$ cat src/verilog/sps_defs.vh
// constants for the system sleep-state sequencer
`ifndef SPS_DEFS_VH
`define SPS_DEFS_VH
// state encodings (also driven out on the state port)
`define SPS_ST_FULL_ON   3'h0
`define SPS_ST_IDLE      3'h1
`define SPS_ST_SUSP_DISK 3'h2
`define SPS_ST_SOFT_OFF  3'h3
`define SPS_ST_MECH_OFF  3'h4
`define SPS_ST_WIDTH     3
// software sleep target selection
`define SPS_SEL_DISK     1'h0
`define SPS_SEL_OFF      1'h1
// time spent passing through suspend-to-disk on the way to soft-off
`define SPS_PASS_NS      100
`define SPS_PASS_CYC     ((`SPS_PASS_NS + 24) / 25)
// number of wake sources
`define SPS_WAKE_N       4
`endif

$ cat src/verilog/sps_sequencer.v
// system sleep-state sequencer for the always-on domain
//
// What this block does
// (RULE1) soft-off entry may pass through suspend-to-disk
// (RULE2) enabled wake in disk/off returns full-on
// (RULE3) battery low holds off wake to full-on
// (RULE4) button override forces soft-off until wake
// (RULE5) power return: reboot or stay soft-off
// (RULE6) from suspend-to-disk: full-on or back there
// (RULE7) chosen wake events survive power failure
// (RULE8) low-power settings loaded on first boot only
// (RULE9) leaving soft-off requests a full boot
// (RULE10) mechanical-off recognises no wake events
// (RULE11) sleep bit enters selected state; failure forces mech-off; the sleep bit is taken in full-on only, idle ignores it
//
// state_q codes: 0 full-on, 1 idle, 2 suspend-to-disk, 3 soft-off,
// 4 mechanical-off; reset stands for the loss of all power
// full_boot_q pulses for one cycle on every boot into full-on
// wake_pending_q follows the wake latches one cycle late
// inputs apart from the asynchronous arst_n are taken as synchronous to mclk; none is resynchronised
// a boot from any sleep state or from mech-off waits for battery_low_n
`include "sps_defs.vh"
module sps_sequencer #(
	parameter WAKE_N   = `SPS_WAKE_N,
	parameter PASS_CYC = `SPS_PASS_CYC
) (
	input  wire                    mclk,
	input  wire                    arst_n,
	input  wire                    ce,
	input  wire                    sleep_enable_bit,
	input  wire                    sleep_sel,
	input  wire                    proc_idle,
	input  wire                    button_override,
	input  wire [WAKE_N-1:0]       wake_event,
	input  wire [WAKE_N-1:0]       wake_enable,
	input  wire [WAKE_N-1:0]       wake_keep,
	input  wire                    power_fail,
	input  wire                    reboot_on_return,
	input  wire                    battery_low_n,
	output reg  [`SPS_ST_WIDTH-1:0] state_q,
	output reg                     full_boot_q,
	output reg                     min_power_loaded_q,
	output reg                     wake_pending_q
);
	////////////////////////////////////////////////////////////////////////
	localparam ST_FULL_ON   = `SPS_ST_FULL_ON;
	localparam ST_IDLE      = `SPS_ST_IDLE;
	localparam ST_SUSP_DISK = `SPS_ST_SUSP_DISK;
	localparam ST_SOFT_OFF  = `SPS_ST_SOFT_OFF;
	localparam ST_MECH_OFF  = `SPS_ST_MECH_OFF;
	// priority in full-on: power failure, then the button override,
	// then the sleep request, then processor idle
	// a wake that lands in the cycle of a boot from a sleep state stays pending and ends the
	// next sleep at once; set-wins was chosen so that no event is lost
	// the pass-through counter is 16 bits, so PASS_CYC must stay below 65536

	reg  [`SPS_ST_WIDTH-1:0] state_d;
	reg                      was_disk_q;
	reg                      was_disk_d;
	reg                      to_off_q;
	reg                      to_off_d;
	reg  [15:0]              pass_cnt_q;
	reg  [15:0]              pass_cnt_d;
	reg                      boot_d;
	reg                      min_power_d;
	wire                     pf_entry;
	wire                     pass_done;
	wire                     wake_go;
	wire [WAKE_N-1:0]        pend;
	wire                     any_wake;
	wire                     in_sleep;
	wire                     wake_clear;

	assign in_sleep = (state_q == ST_SUSP_DISK) || (state_q == ST_SOFT_OFF);
	assign any_wake = |pend;
	// pending wakes are consumed on the boot that acts on them
	assign wake_clear = boot_d;

	// a boot from a sleep state waits for a latched wake and a good battery
	assign wake_go   = in_sleep && any_wake && battery_low_n; // [RULE2] [RULE3]
	// the pass-through has run its course once PASS_CYC cycles were spent
	assign pass_done = (pass_cnt_q >= PASS_CYC[15:0] - 16'h0001); // [RULE1]
	assign pf_entry  = power_fail && (state_q != ST_MECH_OFF);

	////////////////////////////////////////////////////////////////////////
	// wake latches; mech-off masks new events, kept ones are retained
	genvar gi;
	generate
		for (gi = 0; gi < WAKE_N; gi = gi + 1) begin : g_wake
			sps_wake_latch u_latch (
				.mclk         (mclk),
				.arst_n       (arst_n),
				.ce           (ce),
				.event_in     (wake_event[gi] && (state_q != ST_MECH_OFF)), // [RULE10]
				.enable       (wake_enable[gi]),
				.keep_on_fail (wake_keep[gi]), // [RULE7]
				.power_fail   (power_fail),
				.clear        (wake_clear),
				.pend_q       (pend[gi])
			);
		end
	endgenerate

	////////////////////////////////////////////////////////////////////////
	always @* begin
		state_d    = state_q;
		was_disk_d = was_disk_q;
		to_off_d   = to_off_q;
		pass_cnt_d = pass_cnt_q;
		boot_d     = 1'b0;

		if (power_fail) begin
			state_d = ST_MECH_OFF; // [RULE11]
			to_off_d = 1'b0;
		end else begin
			case (state_q)
			// working state: override, sleep and idle requests are taken here
			ST_FULL_ON: begin
				if (button_override) begin
					state_d = ST_SOFT_OFF; // [RULE4]
				end else if (sleep_enable_bit) begin // [RULE11]
					state_d    = ST_SUSP_DISK; // [RULE1]
					to_off_d   = (sleep_sel == `SPS_SEL_OFF);
					pass_cnt_d = 16'h0000;
				end else if (proc_idle) begin
					state_d = ST_IDLE;
				end
			end

			// processor idle: back to full-on when it has work again
			ST_IDLE: begin
				if (button_override)
					state_d = ST_SOFT_OFF; // [RULE4]
				else if (!proc_idle)
					state_d = ST_FULL_ON;
			end

			// context on disk, or only passing through on the way to soft-off
			ST_SUSP_DISK: begin
				if (button_override) begin
					state_d  = ST_SOFT_OFF; // [RULE4]
					to_off_d = 1'b0;
				end else if (to_off_q) begin
					// visible pass-through on the way to soft-off
					if (pass_done) begin // [RULE1]
						state_d  = ST_SOFT_OFF;
						to_off_d = 1'b0;
					end else begin
						pass_cnt_d = pass_cnt_q + 16'h0001;
					end
				end else if (wake_go) begin // [RULE2] [RULE3]
					state_d = ST_FULL_ON;
					boot_d  = 1'b1;
				end
			end

			ST_SOFT_OFF: begin
				// override keeps us here; only a wake or a power failure leaves
				if (wake_go) begin // [RULE2] [RULE3] [RULE4]
					state_d = ST_FULL_ON;
					boot_d  = 1'b1; // [RULE9]
				end
			end

			ST_MECH_OFF: begin
				// power has returned since power_fail is low here
				if (was_disk_q) begin
					if (reboot_on_return && battery_low_n) begin // [RULE6] [RULE3]
						state_d = ST_FULL_ON;
						boot_d  = 1'b1;
					end else begin
						state_d = ST_SUSP_DISK; // [RULE6]
					end
				end else if (reboot_on_return && battery_low_n) begin // [RULE5]
					state_d = ST_FULL_ON;
					boot_d  = 1'b1;
				end else begin
					state_d = ST_SOFT_OFF; // [RULE5]
				end
			end
			default: state_d = ST_MECH_OFF;
			endcase
		end

		// remember whether mech-off was entered from suspend-to-disk other than a pass-through to soft-off
		if (pf_entry)
			was_disk_d = (state_q == ST_SUSP_DISK) && !to_off_q; // [RULE6]
	end

	////////////////////////////////////////////////////////////////////////
	// settings are lost with power and come back on the first boot after it,
	// so soft-off reached straight from mech-off runs without them
	always @* begin
		min_power_d = min_power_loaded_q;
		if (state_d == ST_MECH_OFF)
			min_power_d = 1'b0; // [RULE8]
		else if (boot_d)
			min_power_d = 1'b1; // [RULE8]
	end

	////////////////////////////////////////////////////////////////////////
	// reset stands for loss of all power, so start in mechanical-off
	always @(posedge mclk or negedge arst_n) begin
		if (!arst_n) begin
			state_q            <= ST_MECH_OFF;
			was_disk_q         <= 1'b0;
			to_off_q           <= 1'b0;
			pass_cnt_q         <= 16'h0000;
			full_boot_q        <= 1'b0;
			min_power_loaded_q <= 1'b0;
			wake_pending_q     <= 1'b0;
		end else if (ce) begin
			// ce low freezes every register, the wake latches included
			state_q        <= state_d;
			was_disk_q     <= was_disk_d;
			to_off_q       <= to_off_d;
			pass_cnt_q     <= pass_cnt_d;
			full_boot_q    <= boot_d; // [RULE9]
			wake_pending_q <= any_wake;
			min_power_loaded_q <= min_power_d; // [RULE8]
		end
	end
endmodule

$ cat src/verilog/sps_wake_latch.v
// sticky wake-event latch, one per wake source
`include "sps_defs.vh"
module sps_wake_latch (
	input  wire mclk,
	input  wire arst_n,
	input  wire ce,
	input  wire event_in,
	input  wire enable,
	input  wire keep_on_fail,
	input  wire power_fail,
	input  wire clear,
	output reg  pend_q
);
	// set wins over clear; a kept source survives power failure
	always @(posedge mclk or negedge arst_n) begin
		if (!arst_n) begin
			pend_q <= 1'b0;
		end else if (ce) begin
			if (event_in && enable && !power_fail)
				pend_q <= 1'b1;
			else if (clear || (power_fail && !keep_on_fail))
				pend_q <= 1'b0;
		end
	end
endmodule
$ cat config.mk
export PLATFORM = sky130hd
export DESIGN_NAME = sps_sequencer
export DESIGN_NICKNAME = d
export VERILOG_FILES = /design/src/verilog/sps_sequencer.v /design/src/verilog/sps_wake_latch.v
export VERILOG_INCLUDE_DIRS = /design/src /design/src/verilog
export SDC_FILE = /design/constraint.sdc
export NUM_CORES = 1
export LEC_CHECK = 0
export BUFFER_PORTS_ARGS = -buffer_cell sky130_fd_sc_hd__clkbuf_2
export CORE_AREA = 2 2 52 54
export DETAILED_ROUTE_END_ITERATION = 8
export DIE_AREA = 0 0 54 56
export HOLD_SLACK_MARGIN = 0.03
export PLACE_DENSITY = 0.87
export SLEW_MARGIN = 20
export SYNTH_ARGS = -nofsm -noshare
export SYNTH_HDL_FRONTEND = slang
export SYNTH_SLANG_ARGS = --single-unit
$ cat constraint.sdc
create_clock -name mclk -period 5.1 [get_ports mclk]
set_input_delay 1.275 -clock mclk [delete_from_list [all_inputs] [get_ports mclk]]
set_output_delay 1.275 -clock mclk [all_outputs]
set_load 0.01 [all_outputs]
==> results.toml <==
[drt]
drt-initial-drc-count = 61
num_vias = 1165
antenna_left = 0
wl_um = 2970
vias_per_cell = 6.20
drc_errors = 0
drt-pass1-iter-count = 4
wl_per_cell_um = 15.8

[die]
die-width_um = 54
io_pins = 28
die_area_sq_um = 3020
num_rows = 18
die_h_um = 56
design.core.area_sq_um = 2430
start_util_pct = 55.0

[clock_network]
postCtsHoldBufs = 0
cts_resized = 0
tritoncts.num_buffers = 3
root_buffer = "clkbuf_4"
cts_sinks = 28
cts.reportedPaths.clkPinSlew_ns = 0.15
cts_setup_buffers = 0
cts_tree = "done"
cts_max_level = 1
clk_latency_ns = 0.32
clk_path_buf_depth = 2

[critical_path]
cp.arrival_ns = 1.16
path_cells = "clkbuf_2"
cp.required_ns = 3.83
cpLargestDelayFamily = "flip-flops"
reg2reg_depth = 4
path_buf_inv = 1
crit_path_max_incr_delay_ns = 0.67
critPathKind = "flip-flop to primary output"
crit_cells = 1
path_max_fanout = 12
cp-end-kind = "primary output"
worst_setup_path_start_kind = "flip-flop"
slowest_stage = "dfstp_2"

[power_and_ir_drop]
cellPowerDensity_nw_per_um2 = 364
ir_drop_mv = 0.325
power_leakage_nw = 0.758

[sta]
timing.fmax_mhz = 411
timing_hold_violations_final = 0
grt_setup_unrepaired = "no"
holdWs_ns = 0.506
finalSetupTns_ns = 0
setup_viol = 0
finalCriticalPeriod_ns = 2.44
relSlewSlack_pct = 55.2
final-max-slew-violation-count = 0
worst_clock_skew_ns = 0.00385
tightest_slew_ns = 0.672
period_share_pct = 47.7
fin_ws_ns = 2.66

[placement]
place_inst = 184
portBuffers = 27
hpwl_um = 2120
placed_area_sq_um = 1480
gp_congestion = 0.871
dpl_worst_slack_ns = 2.36

[synthesis]
syn-cell-area_sq_um = 1340
synth_nets = 154
synth.distinct_cells = 40
syn_area_per_cell_sq_um = 10.2
yosysWarnings = 0
synth-seq-cells = 28
synth-seq-area-share_pct = 52.5
synthCells = 131

[hold_path]
hold_class = "flip-flop to flip-flop"
min_path_cells = 1

[global_route]
grt_max_degree = 29
grt_pass1_wl_um = 4800
antenna_found_initial = 0
grt_pass1_vias = 1085
grt_usage_pct = 21.3
grt.overflow.total = 0

[finish]
n_antenna_cell = 0
fin_area_sq_um = 1530
syn_to_final_growth_pct = 14.7
layout_common_cells = "dfrtp_1 (27), clkbuf_2 (27), and2_1 (14)"
nets = 182
fin_cells = 188
layout-drive-gt1-share_pct = 23.4

[run_status]
run_status = "finished clean"

[run]
cap_violations = 0
==> sequential cells by signal, indices dropped and copies added (netlist names) <==
register,flops
g_wake.u_latch.pend_q,4
state_q,3
min_power_loaded_q,1
to_off_q,1
wake_pending_q,1
pass_cnt_q,16
was_disk_q,1
full_boot_q,1
==> stage by stage <==
stage	utilization (%)	power [mW]
after floorplan	-	0.372
after global placement	60.9	0.408
after detailed placement	60.9	0.416
after CTS	63.1	0.559
after global routing	63.1	0.586
final	63.1	0.558
==> synthesized netlist by cell type, drive strengths merged <==
cell     number  area share [%]
mux2i         2             1.5
o21ai        13             4.9
a211o         1            0.65
nor3b         1            0.56
buf           4             2.2
nor2b         1            0.47
and4          2             1.3
or2           3             1.6
o2bb2ai       1            0.65
nor2          5             1.4
or3b          2             1.3
or4           1            0.84
ha            1            0.94
a21oi        10             3.7
o22a          1            0.65
inv           5             1.4
nor4          6             2.8
nand3         6             2.2
nor4b         1            0.65
o41a          1            0.84
nand2b        3             1.4
o31ai         1            0.56
o211ai        1            0.56
and2         14             6.5
a21o          2             1.1
dfrtp        27              51
nand4         1            0.47
a31oi         2            0.94
o41ai         1            0.65
dfstp         1             2.0
o22ai         1            0.47
a2111oi       1            0.65
and3b         1            0.65
nor3          3             1.1
nand2         4             1.1
a221oi        1            0.65
==> cell families after synthesis <==
family | after synthesis | synth area share, %
flip-flops | 28 | 52.5
multiplexers | 2 | 1.50
AO/OA/AOI/OAI | 37 | 17.0
adder cells (fa/ha/maj) | 1 | 0.935
buffers and inverters | 9 | 3.56
AND/OR/NAND/NOR | 54 | 24.5
==> power by group <==
part	internal (mW)	switching (mW)	leakage, nW
clock network	0.0795	0.0631	0.0279
registers	0.250	0.0363	0.377
logic	0.0586	0.0706	0.354
total	0.388	0.170	0.758
==> per-layer routing <==
layer	vias to the layer above	wire [um]	global-route usage (%)	part of all wire (%)
met3	13	161	2.42	5.4
met1	562	1300	28.5	44
met4	0	105	11.4	3.5
met5	-	0	0	0
met2	58	1410	32.9	47
li1	532	-	-	-
==> cell type report <==
cell class | count | area [sq um]
Tap cell | 30 | 37.5
Clock inverter | 1 | 30.0
Multi-Input combinational cell | 94 | 588
Timing Repair Buffer | 27 | 135
Fill cell | 195 | 898
Inverter | 5 | 18.8
Clock buffer | 3 | 22.5
Sequential cell | 28 | 702
==> path summary, 6_finish.rpt <==
check | endpoint | slack, ns | startpoint
max in group asynchronous | state_q[0]$_DFFE_PN0P_ | 3.72 | arst_n
worst max register to register | g_wake[2].u_latch.pend_q$_DFFE_PN0P_ | 2.96 | state_q[2]$_DFFE_PN1P_
worst min register to register | pass_cnt_q[4]$_DFFE_PN0P_ | 0.51 | pass_cnt_q[4]$_DFFE_PN0P_
worst max-delay path | state_q[2] | 2.66 | state_q[2]$_DFFE_PN1P_
worst min-delay path | pass_cnt_q[4]$_DFFE_PN0P_ | 0.51 | pass_cnt_q[4]$_DFFE_PN0P_
min in group asynchronous | pass_cnt_q[9]$_DFFE_PN0P_ | 0.95 | arst_n
==> worst reg2reg max path: stages (launching register included) <==
cell and delay [ns]:
dfstp_2 0.67, nor3b_1 0.58, nand3_1 0.23, a21oi_1 0.38, o21ai_0 0.16
Note: power is estimated with default switching activity, not from simulation.
